===== config.mk =====
export PLATFORM = sky130hd
export DESIGN_NAME = wireless_cell_mac_header_framer
export DESIGN_NICKNAME = d
export VERILOG_FILES = /design/src/cell_framer_pkg.sv /design/src/wireless_cell_mac_header_framer.sv
export SDC_FILE = /design/constraint.sdc
export NUM_CORES = 2
export LEC_CHECK = 0
export ABC_CLOCK_PERIOD_IN_PS = 18900
export BUFFER_PORTS_ARGS = -buffer_cell sky130_fd_sc_hd__clkbuf_2
export CAP_MARGIN = 30
export CORE_MARGIN = 8
export CORE_UTILIZATION = 54
export DETAILED_ROUTE_END_ITERATION = 6
export PLACE_DENSITY = 0.75
export SLEW_MARGIN = 10
export SYNTH_ARGS = -nofsm -noshare
export SYNTH_HDL_FRONTEND = slang
export SYNTH_SLANG_ARGS = --single-unit

===== constraint.sdc =====
create_clock -name sys_clk_i -period 18.9 [get_ports sys_clk_i]
set_clock_uncertainty 0.1 [all_clocks]
set_input_delay 4.725 -clock sys_clk_i [delete_from_list [all_inputs] [get_ports sys_clk_i]]
set_output_delay 4.725 -clock sys_clk_i [all_outputs]
set_load 0.02 [all_outputs]

===== src/cell_framer_pkg.sv =====
// constants shared by the wireless cell header framer
package cell_framer_pkg;
   // header layout, byte offsets
   localparam logic [4:0] HDR_BYTES = 5'd27;
   localparam logic [4:0] OFS_SRC = 5'd2;
   localparam logic [4:0] OFS_DST = 5'd4;
   localparam logic [4:0] OFS_INFO = 5'd6;
   localparam logic [4:0] OFS_FH_RSVD = 5'd14;
   localparam logic [4:0] OFS_INFO_RSVD = 5'd20;
   localparam logic [4:0] OFS_TYPE = 5'd21;
   localparam logic [4:0] OFS_LEN = 5'd22;
   localparam logic [4:0] OFS_CRC = 5'd23;
   localparam logic [4:0] OFS_CRC_PAD2 = 5'd24;
   localparam logic [4:0] OFS_CRC_VAL = 5'd25;
   localparam logic [4:0] OFS_LAST = 5'd26;
   localparam int INFO_ENTRIES = 7;
   // type codes
   localparam logic [7:0] TYPE_UP = 8'h00;
   localparam logic [7:0] TYPE_DOWN = 8'h01;
   localparam logic [7:0] TYPE_FH = 8'h03;
   localparam int TYPE_DIR_BIT = 0;
   localparam logic [15:0] ADDR_BCAST = 16'hFFFF;
   // check value, generator and start value still open
   localparam logic [15:0] CRC_POLY = 16'h1021;
   localparam logic [15:0] CRC_INIT = 16'hFFFF;
   // cell and slot timing
   localparam logic [15:0] CELL_BYTES = 16'h0036;
   localparam int CLK_PERIOD_NS = 20;
   localparam int SLOT_TIME_NS = 1080;
   localparam int SLOT_CYCLES = (SLOT_TIME_NS + CLK_PERIOD_NS - 1) / CLK_PERIOD_NS;
   localparam logic [15:0] HDR_SLOTS = 16'h0001;
   // register map, byte addresses
   localparam logic [7:0] ADDR_CTRL = 8'h00;
   localparam logic [7:0] ADDR_NETID = 8'h04;
   localparam logic [7:0] ADDR_SRC = 8'h08;
   localparam logic [7:0] ADDR_DST = 8'h0C;
   localparam logic [7:0] ADDR_TXTYPE = 8'h10;
   localparam logic [7:0] ADDR_FHCNT = 8'h14;
   localparam logic [7:0] ADDR_FHPOLL = 8'h18;
   localparam logic [7:0] ADDR_ENTRY0 = 8'h1C;
   localparam logic [7:0] ADDR_ENTRY6 = 8'h34;
   localparam logic [7:0] ADDR_STATUS = 8'h38;
   localparam logic [7:0] ADDR_RXADDR = 8'h3C;
   localparam logic [7:0] ADDR_RXINFO = 8'h40;
   localparam int CTRL_FIXED_BIT = 0;
   localparam int CTRL_GO_BIT = 1;
   // reset values
   localparam logic [15:0] RST_WORD = 16'h0000;
   localparam logic [7:0] RST_BYTE = 8'h00;
endpackage : cell_framer_pkg


===== src/wireless_cell_mac_header_framer.sv =====
// header framer and parser for the wireless cell mac unit
// Function
// [RL1] network ident at bytes 0-1
// [RL2] source address at bytes 2-3
// [RL3] destination address at bytes 4-5
// [RL4] bytes 6-20 hold type specific info
// [RL5] type, length, check at 21-26
// [RL6] type codes: 00 up, 01 down, 03 frame header
// [RL7] type bit 0 gives direction
// [RL8] frame header unit uses broadcast destination
// [RL9] frame header info word layout, 7 reserved
// [RL10] slot count is frame slot total
// [RL11] reservation request: 14 info, 1 reserved
// [RL12] link feedback: 14 info, 1 reserved
// [RL13] downlink data info all reserved
// [RL14] header-only units allowed
// [RL15] payload is cells right after header
// [RL16] preamble plus header take one slot
// [RL17] variable frame default, fixed selectable
// [RL18] lost header: scan, or sleep if fixed
// [RL19] length byte counts payload cells
// [RL20] 16-bit check value inside check field
// [RL21] map entry count 16-bit
// [RL22] entry: id bits 0-7, count 8-15
// [RL23] ascending bytes, msb first, zero padding
// [RL24] bad type or check flagged, discarded
`timescale 1ns/1ns
module wireless_cell_mac_header_framer (
   input wire logic sys_clk_i,
   input wire logic rst_i,
   input wire logic hsel_i,
   input wire logic [31:0] haddr_i,
   input wire logic [1:0] htrans_i,
   input wire logic hwrite_i,
   input wire logic [2:0] hsize_i,
   input wire logic [31:0] hwdata_i,
   input wire logic hready_i,
   output logic [31:0] hrdata_o,
   output logic hreadyout_o,
   output logic hresp_o,
   input wire logic [7:0] pay_data_i,
   input wire logic pay_valid_i,
   output logic pay_ready_o,
   output logic [7:0] tx_data_o,
   output logic tx_valid_o,
   output logic tx_sof_o,
   input wire logic tx_ready_i,
   input wire logic [7:0] rx_data_i,
   input wire logic rx_valid_i,
   input wire logic rx_sof_i,
   output logic [7:0] rx_pay_data_o,
   output logic rx_pay_valid_o,
   output logic rx_hdr_ok_o,
   output logic rx_hdr_err_o,
   output logic [7:0] rx_type_o,
   output logic rx_sleep_o
);
   typedef enum logic [1:0] {TX_IDLE, TX_HDR, TX_PAY} tx_state_e;
   typedef enum logic [1:0] {RX_HUNT, RX_HDR, RX_PAY, RX_SLEEP} rx_state_e;

   function automatic logic [15:0] crc16_byte(input logic [15:0] crc, input logic [7:0] b);
      logic [15:0] c;
      c = crc ^ {b, 8'h00};
      for (int i = 0; i < 8; i++) begin
         c = c[15] ? ((c << 1) ^ cell_framer_pkg::CRC_POLY) : (c << 1);
      end
      return c;
   endfunction : crc16_byte

   function automatic logic type_known(input logic [7:0] t);
      return (t == cell_framer_pkg::TYPE_UP) || (t == cell_framer_pkg::TYPE_DOWN) ||
         (t == cell_framer_pkg::TYPE_FH);
   endfunction : type_known

   // register bus
   logic addr_ph;
   logic wr_pend_q;
   logic [7:0] addr_q;
   logic fixed_q;
   logic go_q;
   logic [15:0] net_q, src_q, dst_q;
   logic [7:0] ttype_q, tlen_q;
   logic [15:0] fh_slots_q, fh_map_q, fh_poll_q, fh_beacon_q;
   logic [15:0] entry_q [cell_framer_pkg::INFO_ENTRIES];
   logic [2:0] entry_wsel;
   logic [7:0] err_cnt_q;
   logic [31:0] rd_data;

   assign addr_ph = hsel_i && htrans_i[1] && hready_i;
   assign hreadyout_o = 1'b1;
   assign hresp_o = 1'b0;
   assign entry_wsel = 3'((addr_q - cell_framer_pkg::ADDR_ENTRY0) >> 2);
   assign hrdata_o = rd_data;

   always_ff @(posedge sys_clk_i or posedge rst_i) begin
      if (rst_i) begin
         wr_pend_q <= 1'b0;
         addr_q <= 8'h00;
      end else if (addr_ph) begin
         wr_pend_q <= hwrite_i;
         addr_q <= haddr_i[7:0];
      end else begin
         wr_pend_q <= 1'b0;
      end
   end

   always_ff @(posedge sys_clk_i or posedge rst_i) begin
      if (rst_i) begin
         fixed_q <= 1'b0; // see [RL17]
         net_q <= cell_framer_pkg::RST_WORD;
         src_q <= cell_framer_pkg::RST_WORD;
         dst_q <= cell_framer_pkg::RST_WORD;
         ttype_q <= cell_framer_pkg::RST_BYTE;
         tlen_q <= cell_framer_pkg::RST_BYTE;
         fh_slots_q <= cell_framer_pkg::RST_WORD;
         fh_map_q <= cell_framer_pkg::RST_WORD;
         fh_poll_q <= cell_framer_pkg::RST_WORD;
         fh_beacon_q <= cell_framer_pkg::RST_WORD;
         for (int i = 0; i < cell_framer_pkg::INFO_ENTRIES; i++) begin
            entry_q[i] <= cell_framer_pkg::RST_WORD;
         end
      end else if (wr_pend_q) begin
         if (addr_q == cell_framer_pkg::ADDR_CTRL) begin
            fixed_q <= hwdata_i[cell_framer_pkg::CTRL_FIXED_BIT]; // see [RL17]
         end else if (addr_q == cell_framer_pkg::ADDR_NETID) begin
            net_q <= hwdata_i[15:0];
         end else if (addr_q == cell_framer_pkg::ADDR_SRC) begin
            src_q <= hwdata_i[15:0];
         end else if (addr_q == cell_framer_pkg::ADDR_DST) begin
            dst_q <= hwdata_i[15:0];
         end else if (addr_q == cell_framer_pkg::ADDR_TXTYPE) begin
            ttype_q <= hwdata_i[7:0];
            tlen_q <= hwdata_i[15:8];
         end else if (addr_q == cell_framer_pkg::ADDR_FHCNT) begin
            fh_slots_q <= hwdata_i[15:0]; // see [RL10]
            fh_map_q <= hwdata_i[31:16]; // see [RL21]
         end else if (addr_q == cell_framer_pkg::ADDR_FHPOLL) begin
            fh_poll_q <= hwdata_i[15:0];
            fh_beacon_q <= hwdata_i[31:16];
         end else if (addr_q >= cell_framer_pkg::ADDR_ENTRY0 &&
                      addr_q <= cell_framer_pkg::ADDR_ENTRY6 && addr_q[1:0] == 2'b00) begin
            entry_q[entry_wsel] <= hwdata_i[15:0]; // see [RL22]
         end
      end
   end

   always_ff @(posedge sys_clk_i or posedge rst_i) begin
      if (rst_i) begin
         go_q <= 1'b0;
      end else begin
         go_q <= wr_pend_q && (addr_q == cell_framer_pkg::ADDR_CTRL) &&
            hwdata_i[cell_framer_pkg::CTRL_GO_BIT];
      end
   end

   // transmit path
   tx_state_e tx_state_q;
   logic [4:0] tx_idx_q;
   logic [15:0] tx_cnt_q;
   logic [15:0] tx_crc_q;
   logic [7:0] tx_data_q;
   logic tx_valid_q, tx_sof_q;
   logic tx_load;
   logic [15:0] hdr_word;
   logic [7:0] hdr_byte;
   logic [2:0] tx_entry;
   logic [15:0] dst_eff;

   assign tx_load = !tx_valid_q || tx_ready_i;
   assign tx_data_o = tx_data_q;
   assign tx_valid_o = tx_valid_q;
   assign tx_sof_o = tx_sof_q;
   assign pay_ready_o = (tx_state_q == TX_PAY) && tx_load; // see [RL15]
   assign tx_entry = 3'((tx_idx_q - cell_framer_pkg::OFS_INFO) >> 1);
   assign dst_eff = (ttype_q == cell_framer_pkg::TYPE_FH) ? cell_framer_pkg::ADDR_BCAST : dst_q; // see [RL8]

   always_comb begin
      hdr_word = 16'h0000;
      if (tx_idx_q < cell_framer_pkg::OFS_SRC) begin
         hdr_word = net_q; // see [RL1]
      end else if (tx_idx_q < cell_framer_pkg::OFS_DST) begin
         hdr_word = src_q; // see [RL2]
      end else if (tx_idx_q < cell_framer_pkg::OFS_INFO) begin
         hdr_word = dst_eff; // see [RL3]
      end else if (tx_idx_q < cell_framer_pkg::OFS_TYPE) begin
         // see [RL4]
         if (ttype_q == cell_framer_pkg::TYPE_FH) begin
            // see [RL9]
            if (tx_idx_q < cell_framer_pkg::OFS_FH_RSVD) begin
               case (tx_entry)
                  3'd0: hdr_word = fh_slots_q; // see [RL10]
                  3'd1: hdr_word = fh_map_q; // see [RL21]
                  3'd2: hdr_word = fh_poll_q;
                  default: hdr_word = fh_beacon_q;
               endcase
            end
         end else if (!ttype_q[cell_framer_pkg::TYPE_DIR_BIT]) begin
            // uplink: request or feedback entries, last byte reserved; see [RL7] [RL11] [RL12]
            if (tx_idx_q < cell_framer_pkg::OFS_INFO_RSVD) begin
               hdr_word = entry_q[tx_entry]; // see [RL22]
            end
         end
         // downlink data keeps all info bytes zero; see [RL13]
      end
   end

   always_comb begin
      hdr_byte = tx_idx_q[0] ? hdr_word[7:0] : hdr_word[15:8]; // see [RL23]
      if (tx_idx_q == cell_framer_pkg::OFS_TYPE) begin
         hdr_byte = ttype_q; // see [RL5] [RL6]
      end else if (tx_idx_q == cell_framer_pkg::OFS_LEN) begin
         hdr_byte = tlen_q; // see [RL19]
      end else if (tx_idx_q == cell_framer_pkg::OFS_CRC || tx_idx_q == cell_framer_pkg::OFS_CRC_PAD2) begin
         hdr_byte = 8'h00; // see [RL23]
      end else if (tx_idx_q == cell_framer_pkg::OFS_CRC_VAL) begin
         hdr_byte = tx_crc_q[15:8]; // see [RL20]
      end else if (tx_idx_q == cell_framer_pkg::OFS_LAST) begin
         hdr_byte = tx_crc_q[7:0];
      end
   end

   always_ff @(posedge sys_clk_i or posedge rst_i) begin
      if (rst_i) begin
         tx_state_q <= TX_IDLE;
         tx_idx_q <= 5'd0;
         tx_cnt_q <= 16'h0000;
         tx_crc_q <= cell_framer_pkg::CRC_INIT;
         tx_data_q <= 8'h00;
         tx_valid_q <= 1'b0;
         tx_sof_q <= 1'b0;
      end else begin
         case (tx_state_q)
            TX_IDLE: begin
               if (tx_load) begin
                  tx_valid_q <= 1'b0;
                  tx_sof_q <= 1'b0;
               end
               if (go_q) begin
                  tx_state_q <= TX_HDR;
                  tx_idx_q <= 5'd0;
                  tx_crc_q <= cell_framer_pkg::CRC_INIT;
                  tx_cnt_q <= 16'(tlen_q) * cell_framer_pkg::CELL_BYTES; // see [RL15] [RL19]
               end
            end
            TX_HDR: begin
               if (tx_load) begin
                  tx_data_q <= hdr_byte;
                  tx_valid_q <= 1'b1;
                  tx_sof_q <= (tx_idx_q == 5'd0);
                  if (tx_idx_q < cell_framer_pkg::OFS_CRC) begin
                     tx_crc_q <= crc16_byte(tx_crc_q, hdr_byte); // see [RL20]
                  end
                  tx_idx_q <= tx_idx_q + 5'd1;
                  if (tx_idx_q == cell_framer_pkg::OFS_LAST) begin
                     tx_state_q <= (tx_cnt_q == 16'h0000) ? TX_IDLE : TX_PAY; // see [RL14]
                  end
               end
            end
            TX_PAY: begin
               if (tx_load) begin
                  tx_sof_q <= 1'b0;
                  tx_valid_q <= pay_valid_i;
                  if (pay_valid_i) begin
                     tx_data_q <= pay_data_i;
                     tx_cnt_q <= tx_cnt_q - 16'h0001;
                     if (tx_cnt_q == 16'h0001) begin
                        tx_state_q <= TX_IDLE;
                     end
                  end
               end
            end
            default: tx_state_q <= TX_IDLE;
         endcase
      end
   end

   // receive path
   rx_state_e rx_state_q;
   logic [7:0] rx_hdr_q [27];
   logic [4:0] rx_idx_q;
   logic [15:0] rx_crc_q, rx_cnt_q, sleep_q;
   logic [15:0] rx_net_q, rx_src_q, rx_dst_q;
   logic [7:0] rx_len_q, rx_type_q, rx_pay_q;
   logic rx_pay_v_q, rx_ok_q, rx_err_q;
   logic rx_last, rx_good;
   logic [7:0] slot_div_q;
   logic slot_tick;

   assign rx_last = (rx_state_q == RX_HDR) && rx_valid_i && !rx_sof_i &&
      (rx_idx_q == cell_framer_pkg::OFS_LAST);
   assign rx_good = (rx_crc_q == {rx_hdr_q[cell_framer_pkg::OFS_CRC_VAL], rx_data_i}) &&
      (rx_hdr_q[cell_framer_pkg::OFS_CRC] == 8'h00) &&
      (rx_hdr_q[cell_framer_pkg::OFS_CRC_PAD2] == 8'h00) &&
      type_known(rx_hdr_q[cell_framer_pkg::OFS_TYPE]); // see [RL24]
   assign slot_tick = (slot_div_q == 8'(cell_framer_pkg::SLOT_CYCLES - 1));
   assign rx_pay_data_o = rx_pay_q;
   assign rx_pay_valid_o = rx_pay_v_q;
   assign rx_hdr_ok_o = rx_ok_q;
   assign rx_hdr_err_o = rx_err_q;
   assign rx_type_o = rx_type_q;
   assign rx_sleep_o = (rx_state_q == RX_SLEEP);

   // one slot per tick; see [RL16]
   always_ff @(posedge sys_clk_i or posedge rst_i) begin
      if (rst_i) begin
         slot_div_q <= 8'h00;
      end else begin
         slot_div_q <= slot_tick ? 8'h00 : slot_div_q + 8'h01;
      end
   end

   always_ff @(posedge sys_clk_i or posedge rst_i) begin
      if (rst_i) begin
         for (int i = 0; i < 27; i++) begin
            rx_hdr_q[i] <= 8'h00;
         end
      end else if (rx_valid_i && (rx_state_q != RX_SLEEP)) begin
         if (rx_sof_i) begin
            rx_hdr_q[0] <= rx_data_i;
         end else if (rx_state_q == RX_HDR) begin
            rx_hdr_q[rx_idx_q] <= rx_data_i;
         end
      end
   end

   always_ff @(posedge sys_clk_i or posedge rst_i) begin
      if (rst_i) begin
         rx_state_q <= RX_HUNT;
         rx_idx_q <= 5'd0;
         rx_crc_q <= cell_framer_pkg::CRC_INIT;
         rx_cnt_q <= 16'h0000;
         sleep_q <= 16'h0000;
         rx_pay_q <= 8'h00;
         rx_pay_v_q <= 1'b0;
         rx_ok_q <= 1'b0;
         rx_err_q <= 1'b0;
      end else begin
         rx_pay_v_q <= 1'b0;
         rx_ok_q <= 1'b0;
         rx_err_q <= 1'b0;
         if (rx_state_q == RX_SLEEP) begin
            // fixed frame: wait for expected frame start; see [RL18]
            if (sleep_q == 16'h0000) begin
               rx_state_q <= RX_HUNT;
            end else if (slot_tick) begin
               sleep_q <= sleep_q - 16'h0001;
            end
         end else if (rx_valid_i && rx_sof_i) begin
            rx_state_q <= RX_HDR;
            rx_idx_q <= 5'd1;
            rx_crc_q <= crc16_byte(cell_framer_pkg::CRC_INIT, rx_data_i);
         end else if (rx_valid_i && rx_state_q == RX_HDR) begin
            rx_idx_q <= rx_idx_q + 5'd1;
            if (rx_idx_q < cell_framer_pkg::OFS_CRC) begin
               rx_crc_q <= crc16_byte(rx_crc_q, rx_data_i); // see [RL20]
            end
            if (rx_last) begin
               rx_ok_q <= rx_good;
               rx_err_q <= !rx_good; // see [RL24]
               rx_cnt_q <= 16'(rx_hdr_q[cell_framer_pkg::OFS_LEN]) * cell_framer_pkg::CELL_BYTES;
               if (!rx_good) begin
                  rx_state_q <= fixed_q ? RX_SLEEP : RX_HUNT; // see [RL18]
                  sleep_q <= fh_slots_q;
               end else if (rx_hdr_q[cell_framer_pkg::OFS_LEN] == 8'h00) begin
                  rx_state_q <= RX_HUNT; // see [RL14]
               end else begin
                  rx_state_q <= RX_PAY;
               end
            end
         end else if (rx_valid_i && rx_state_q == RX_PAY) begin
            rx_pay_q <= rx_data_i; // see [RL15]
            rx_pay_v_q <= 1'b1;
            rx_cnt_q <= rx_cnt_q - 16'h0001;
            if (rx_cnt_q == 16'h0001) begin
               rx_state_q <= RX_HUNT;
            end
         end
      end
   end

   always_ff @(posedge sys_clk_i or posedge rst_i) begin
      if (rst_i) begin
         rx_net_q <= 16'h0000;
         rx_src_q <= 16'h0000;
         rx_dst_q <= 16'h0000;
         rx_len_q <= 8'h00;
         rx_type_q <= 8'h00;
         err_cnt_q <= 8'h00;
      end else if (rx_last && rx_good) begin
         rx_net_q <= {rx_hdr_q[0], rx_hdr_q[1]};
         rx_src_q <= {rx_hdr_q[cell_framer_pkg::OFS_SRC], rx_hdr_q[cell_framer_pkg::OFS_SRC + 5'd1]};
         rx_dst_q <= {rx_hdr_q[cell_framer_pkg::OFS_DST], rx_hdr_q[cell_framer_pkg::OFS_DST + 5'd1]};
         rx_len_q <= rx_hdr_q[cell_framer_pkg::OFS_LEN];
         rx_type_q <= rx_hdr_q[cell_framer_pkg::OFS_TYPE];
      end else if (rx_last && err_cnt_q != 8'hFF) begin
         err_cnt_q <= err_cnt_q + 8'h01;
      end
   end

   always_comb begin
      rd_data = 32'h0000_0000;
      if (addr_q == cell_framer_pkg::ADDR_CTRL) begin
         rd_data = {31'h0, fixed_q};
      end else if (addr_q == cell_framer_pkg::ADDR_NETID) begin
         rd_data = {16'h0, net_q};
      end else if (addr_q == cell_framer_pkg::ADDR_SRC) begin
         rd_data = {16'h0, src_q};
      end else if (addr_q == cell_framer_pkg::ADDR_DST) begin
         rd_data = {16'h0, dst_q};
      end else if (addr_q == cell_framer_pkg::ADDR_TXTYPE) begin
         rd_data = {16'(tlen_q) + cell_framer_pkg::HDR_SLOTS, tlen_q, ttype_q}; // see [RL16]
      end else if (addr_q == cell_framer_pkg::ADDR_FHCNT) begin
         rd_data = {fh_map_q, fh_slots_q};
      end else if (addr_q == cell_framer_pkg::ADDR_FHPOLL) begin
         rd_data = {fh_beacon_q, fh_poll_q};
      end else if (addr_q >= cell_framer_pkg::ADDR_ENTRY0 &&
                   addr_q <= cell_framer_pkg::ADDR_ENTRY6 && addr_q[1:0] == 2'b00) begin
         rd_data = {16'h0, entry_q[entry_wsel]};
      end else if (addr_q == cell_framer_pkg::ADDR_STATUS) begin
         rd_data = {8'h0, rx_type_q, err_cnt_q, 5'h0, (rx_state_q == RX_HUNT),
            (rx_state_q == RX_SLEEP), (tx_state_q != TX_IDLE)};
      end else if (addr_q == cell_framer_pkg::ADDR_RXADDR) begin
         rd_data = {rx_src_q, rx_net_q};
      end else if (addr_q == cell_framer_pkg::ADDR_RXINFO) begin
         rd_data = {rx_dst_q, 8'h0, rx_len_q};
      end
   end

   AST_TX_NETID: assert property (@(posedge sys_clk_i) disable iff (rst_i) // see [RL1]
      (tx_state_q == TX_HDR && tx_load && tx_idx_q == 5'd0) |=> (tx_sof_q && tx_data_q == net_q[15:8]))
      else $error("network ident byte wrong");
   AST_TX_BCAST: assert property (@(posedge sys_clk_i) disable iff (rst_i) // see [RL8]
      (tx_state_q == TX_HDR && tx_load && tx_idx_q == 5'd4 && ttype_q == 8'h03) |=> tx_data_q == 8'hFF)
      else $error("frame header destination not broadcast");
   AST_TX_TYPE: assert property (@(posedge sys_clk_i) disable iff (rst_i) // see [RL5]
      (tx_state_q == TX_HDR && tx_load && tx_idx_q == 5'd21) |=> tx_data_q == $past(ttype_q))
      else $error("type byte wrong");
   AST_TX_LEN: assert property (@(posedge sys_clk_i) disable iff (rst_i) // see [RL19]
      (tx_state_q == TX_HDR && tx_load && tx_idx_q == 5'd22) |=> tx_data_q == $past(tlen_q))
      else $error("length byte wrong");
   AST_TX_PAD: assert property (@(posedge sys_clk_i) disable iff (rst_i) // see [RL23]
      (tx_state_q == TX_HDR && tx_load && (tx_idx_q == 5'd23 || tx_idx_q == 5'd24)) |=> tx_data_q == 8'h00)
      else $error("check padding not zero");
   AST_TX_EMPTY: assert property (@(posedge sys_clk_i) disable iff (rst_i) // see [RL14]
      (tx_state_q == TX_HDR && tx_load && tx_idx_q == 5'd26 && tlen_q == 8'h00) |=> tx_state_q == TX_IDLE)
      else $error("header-only unit did not end");
   AST_TX_RSVD: assert property (@(posedge sys_clk_i) disable iff (rst_i) // see [RL13]
      (tx_state_q == TX_HDR && tx_load && tx_idx_q > 5'd5 && tx_idx_q < 5'd21 && ttype_q == 8'h01)
      |=> tx_data_q == 8'h00) else $error("downlink info byte not zero");
   AST_RX_BADTYPE: assert property (@(posedge sys_clk_i) disable iff (rst_i) // see [RL24]
      (rx_last && !type_known(rx_hdr_q[21])) |=> (rx_hdr_err_o && !rx_hdr_ok_o) ##1 !rx_pay_valid_o)
      else $error("unknown type not flagged");
   AST_RX_SCAN: assert property (@(posedge sys_clk_i) disable iff (rst_i) // see [RL18]
      (rx_hdr_err_o && !fixed_q) |-> rx_state_q == RX_HUNT)
      else $error("variable mode stopped scanning");
   AST_RX_SLEEP: assert property (@(posedge sys_clk_i) disable iff (rst_i) // see [RL18]
      (rx_hdr_err_o && fixed_q && fh_slots_q != 16'h0000) |-> rx_sleep_o [*2])
      else $error("fixed mode did not sleep");
endmodule : wireless_cell_mac_header_framer


# ---- Word level (Yosys, flattened, before mapping)
# Index checks and enable logic that the tools add are counted.
dict set report word_totals {
  register_bits 662
  in_bits 94
  output_inout_bits 65
  wordCells 398
}
dict set report classes {
  n_addsub 10
  n_mul 2
  magnitude_cmp 15
  n_eq_ne 48
  mux 133
  n_bitwise 42
  reduce_logical 78
}
# operator count
set op_table {}
lappend op_table {{$mux W16} 33}
lappend op_table {{$mux W32} 11}
lappend op_table {{$mux W13} 24}
lappend op_table {{$bwmux W216} 1}
lappend op_table {{$mux W216} 1}
lappend op_table {{$bwmux W112} 1}
lappend op_table {{$bmux W16 S3} 2}
lappend op_table {{$mux W8} 12}
lappend op_table {{$not A3 Y3} 24}
lappend op_table {{$pmux W16 S2} 2}
lappend op_table {{$demux W16 S3} 1}
lappend op_table {{$pmux W16 S3} 1}
lappend op_table {{$sub A16 B1 Y16 const B} 3}
lappend op_table {{$demux W8 S5} 1}
lappend op_table {{$logic_not A8 Y1} 5}
lappend op_table {{$eq A5 B5 Y1 const B} 7}
lappend op_table {{$mux W2} 17}
lappend op_table {{$eq A16 B1 Y1 const B} 2}
lappend op_table {{$logic_not A16 Y1} 2}
lappend op_table {{$reduce_and A4 Y1} 8}
lappend op_table {{$xor A16 B16 Y16} 2}
lappend op_table {{$mul A8 B5 Y13 const B} 2}
lappend op_table {{$eq A8 B5 Y1 const B} 3}
lappend op_table {{$eq A8 B6 Y1 const B} 3}
lappend op_table {{57 further kinds} 160}

# ---- Logic depth before layout (Yosys ltp)
dict set report logic_depth {
  depth_word 38
  ltp_mapped 17
  ltp_nobuf 16
}

# ---- Worst setup path after synthesis
# Ideal clock, no wire load.
dict set report synth_path {
  kind {in2out}
  startpoint {in tx_ready_i}
  endpoint {out pay_ready_o}
  t_arrival_ns 5.127
  required_time_ns 14.075
  setup_slack_ns 8.948
  cell_stages 2
  path_buffers 0
  path_cell_list {nor2b_1 nor2_1}
}
dict set report synth_via {
  elab_chain_cells 2
}
# item line
set synth_rtl {}
lappend synth_rtl {{start, declared} wireless_cell_mac_header_framer.sv:47} ;# input wire logic tx_ready_i,
lappend synth_rtl {{$logic_or A1 B1 Y1} wireless_cell_mac_header_framer.sv:169} ;# assign tx_load = !tx_valid_q || tx_ready_i;
lappend synth_rtl {{$logic_and A1 B1 Y1} wireless_cell_mac_header_framer.sv:173} ;# assign pay_ready_o = (tx_state_q == TX_PAY) && tx_load;
lappend synth_rtl {{end, declared} wireless_cell_mac_header_framer.sv:43} ;# output logic pay_ready_o,
# No other way between the ends.

# ---- Worst setup path after layout
# Same ends and word-level chain as after synthesis.

==> key figures <==
Outcome
  – Outcome: complete, but fails checks
  – Failing checks: DRC

Synthesis
  – Yosys top cell by area: dfrtp_1
  – Sequential-to-total area share from yosys stat: 0.439
  – Synth Net Count: roughly 3,200
  – Mapped Area: 30,500 µm²
  – Netlist cell types: 90
  – Count leader, synth: dfrtp_1
  – Area fraction of the dominant cell type after synthesis: 0.412
  – Post-synth EDFFs: 0
  – Post-synthesis cell count: a little under 3,000
  – Synth cell count leaders: dfrtp_1, mux2_2, nand2_1
  – Top FF cell, synth: dfrtp_1
  – Ys async rst share: 1.00
  – Ranking of synthesized cells by area: dfrtp_1, mux2_2, ha_1
  – Synth Warn #: 0
  – Syn avg cell area: a little over 10 µm²
  – Seq cells post-synth: about 530

STA
  – Setup TNS: 0 ns
  – Fmax: approximately 97 MHz
  – Hold WS: roughly 0.39 ns
  – Final Critical Period: ~10 ns
  – RSZ-0062 raised after global routing: false
  – Worst-Margin Slew: about 1.1 ns
  – Period Utilization, post-route: 0.543
  – Final Max Slew Viols: 0
  – Hold Violations, Final: 0
  – Relative slew slack: 0.259
  – Final setup fails: 0

Clock tree
  – Post-CTS sizing: 0
  – Setup bufs post-CTS: 0
  – CTS tree: built
  – Bufs on Longest Clock Path: 3
  – Root buf cell: clkbuf_16
  – Worst-path clk slew: 0.07 ns
  – Clk sink count: around 530
  – Post-CTS Hold Buffers: 0
  – Clock H-tree levels: 2
  – TritonCTS buffer count: between 50 and 60
  – Skew-Pair Late Insertion Delay: approximately 0.65 ns

Place
  – PortBufs: between 100 and 150
  – DP Wirelength: between 60,000 and 70,000 µm
  – GP Congestion: between 0.9 and 1

Critical path
  – Crit path launch type: input port
  – Crit-path leading delay family: simple AND/OR/NAND/NOR gates
  – Worst path slowest cell: nor2b_1
  – Worst Path Arrival: 5.44 ns
  – Crit-path cells: clkbuf_2 -> nor2b_1 -> nor2_1 -> clkbuf_2
  – Crit Path Max Fanout: 6
  – Worst EP required: 14.07 ns
  – CP dominant cell by count: clkbuf_2
  – CP endpoint kind: output port
  – Buffers plus inverters on the worst setup path: 2
  – Worst path max stage delay: 0.38 ns
  – CP Class: input port to output port

Finish
  – Largest registers: entry_q (112), rx_hdr_q (88)
  – Area grow syn2layout: 11.5%
  – Share of layout cells above drive strength 1: 0.254
  – Fin util: 0.606
  – Nets: about 3,200
  – Filler cells: 4,588
  – Diodes inserted: 0
  – Largest register FFs: approximately 110
  – Multi-input gate area: 16,000 µm²
  – Register Area: between 10,000 and 15,000 µm²
  – Largest register by flop count: entry_q

Die
  – Die height: around 250 µm
  – Die area: 64,400 µm²
  – IO Pins: between 150 and 200
  – Site Rows: between 80 and 90
  – Core ar.: between 50,000 and 60,000 µm²
  – Die width: roughly 250 µm
  – Initial core utilization: 0.543

Drt
  – DRC: 23
  – Routed Antenna Nets: 0
  – Via count: between 20,000 and 25,000
  – First-pass DRT Iterations: 7
  – WL/cell: 25.1 µm
  – DRT iter0 DRCs: around 2,700
  – Post-DR vias/cell: 6.49
  – WL final: 95,600 µm

Global routing
  – Number of global-route vias before repair: 24,800
  – Gr ovfl total: 0
  – Global-route wire length before repair: roughly 150,000 µm
  – Largest net degree at the start of global routing: 185
  – Antenna violations before repair: 2
  – Overall fraction of global-route tracks in use: 0.293

Power
  – Power density over the cells: 120 nW/µm²
  – Max rail drop VDD: between 100 and 150 µV
  – Leakage: ~15 nW

Job
  – Max-cap check violation count: 0

Worst hold path
  – Min-delay worst type: register to register
## worst register-to-register path, cell delays in order, from the launching register on
cell and delay [ns]:
dfrtp_1 0.32, buf_4 0.47, inv_1 0.48, ha_2 0.45
buf_4 0.59, nor2_1 0.42, a221oi_1 0.40, nor4_1 0.10
buf_4 0.21, a2111oi_1 0.73, nor2_1 0.11, a21oi_1 0.40
xnor2_1 0.35, xnor3_1 0.43, a21oi_1 0.16
## worst paths after layout
check	startpoint	endpoint	slack, ns	cells past startpoint
setup / recovery	tx_ready_i	pay_ready_o	8.64	4
hold / removal	rx_len_q[6]	rx_len_q[6]	0.39	2
setup reg to reg	tx_idx_q[1]	tx_crc_q[15]	13.10	14
hold reg to reg	rx_len_q[6]	rx_len_q[6]	0.39	2
max in group asynchronous	rst_i	net_q[5]	12.74	4
min in group asynchronous	rst_i	slot_div_q[5]	4.27	3
## power breakdown
group	leakage, nW	switching (mW)	internal [mW]	total (mW)
sequential	6.82	0.145	1.30	1.45
clock	1.05	0.501	0.749	1.25
combinational	7.34	0.844	0.546	1.39
total	15.2	1.49	2.60	4.09
## layout by cell type, fill, tap and decap left out, types with 85 or more instances in the layout
master / n
mux2_2: 407
dfrtp_1: 502
ha_1: 85
inv_1: 111
nand2_1: 207
o21ai_0: 198
nor2_1: 174
clkbuf_2: 128
nor3_1: 86
a21oi_1: 170
## cell families (layout without fill, tap and decap cells)
group	Yosys count	after routing	share of synthesized area
AOI/OAI and AO/OA	713	713	0.150
xor gates and xnor gates	107	107	0.0330
adders and majority gates	104	104	0.0471
buffers and inverters	309	408	0.0410
DFF	534	534	0.439
muxes	461	461	0.174
other	2	2	0.000246
and+or+nand+nor	724	724	0.115
## metal layers
layer / wire length (µm) / global-route usage / vias up / part of all wire
li1: - / - / 10900 / -
met1: 37600 / 0.368 / 12400 / 0.39
met2: 44900 / 0.477 / 1130 / 0.47
met3: 7290 / 0.0559 / 285 / 0.076
met4: 5800 / 0.160 / 4 / 0.061
met5: 36 / 0 / - / 0.00038
## through the flow
stage / instance area [µm²] / instances / setup WS (ns) / power [mW]
3_3_place_gp: 31700 / 3685 / 8.65 / 2.77
4_1_cts: 34000 / 3805 / 8.65 / 4.08
3_5_place_dp: 31900 / 3696 / 8.66 / 2.82
5_1_grt: 34000 / 3809 / 8.57 / 4.29
6_report: 34000 / 3809 / 8.64 / 4.09
2_1_floorplan: 30500 / 2954 / 6.84 / 2.43
## final cells by class
| class | instances | area share |
|---|---|---|
| multi-input combinational | 2111 | 0.469 |
| timing repair buffer | 186 | 0.0347 |
| sequential | 534 | 0.394 |
| clock inverter | 31 | 0.0141 |
| inverter | 113 | 0.0126 |
| tap | 756 | 0.0278 |
| clock buffer | 78 | 0.0481 |
Power figures use the tool's default switching activity.
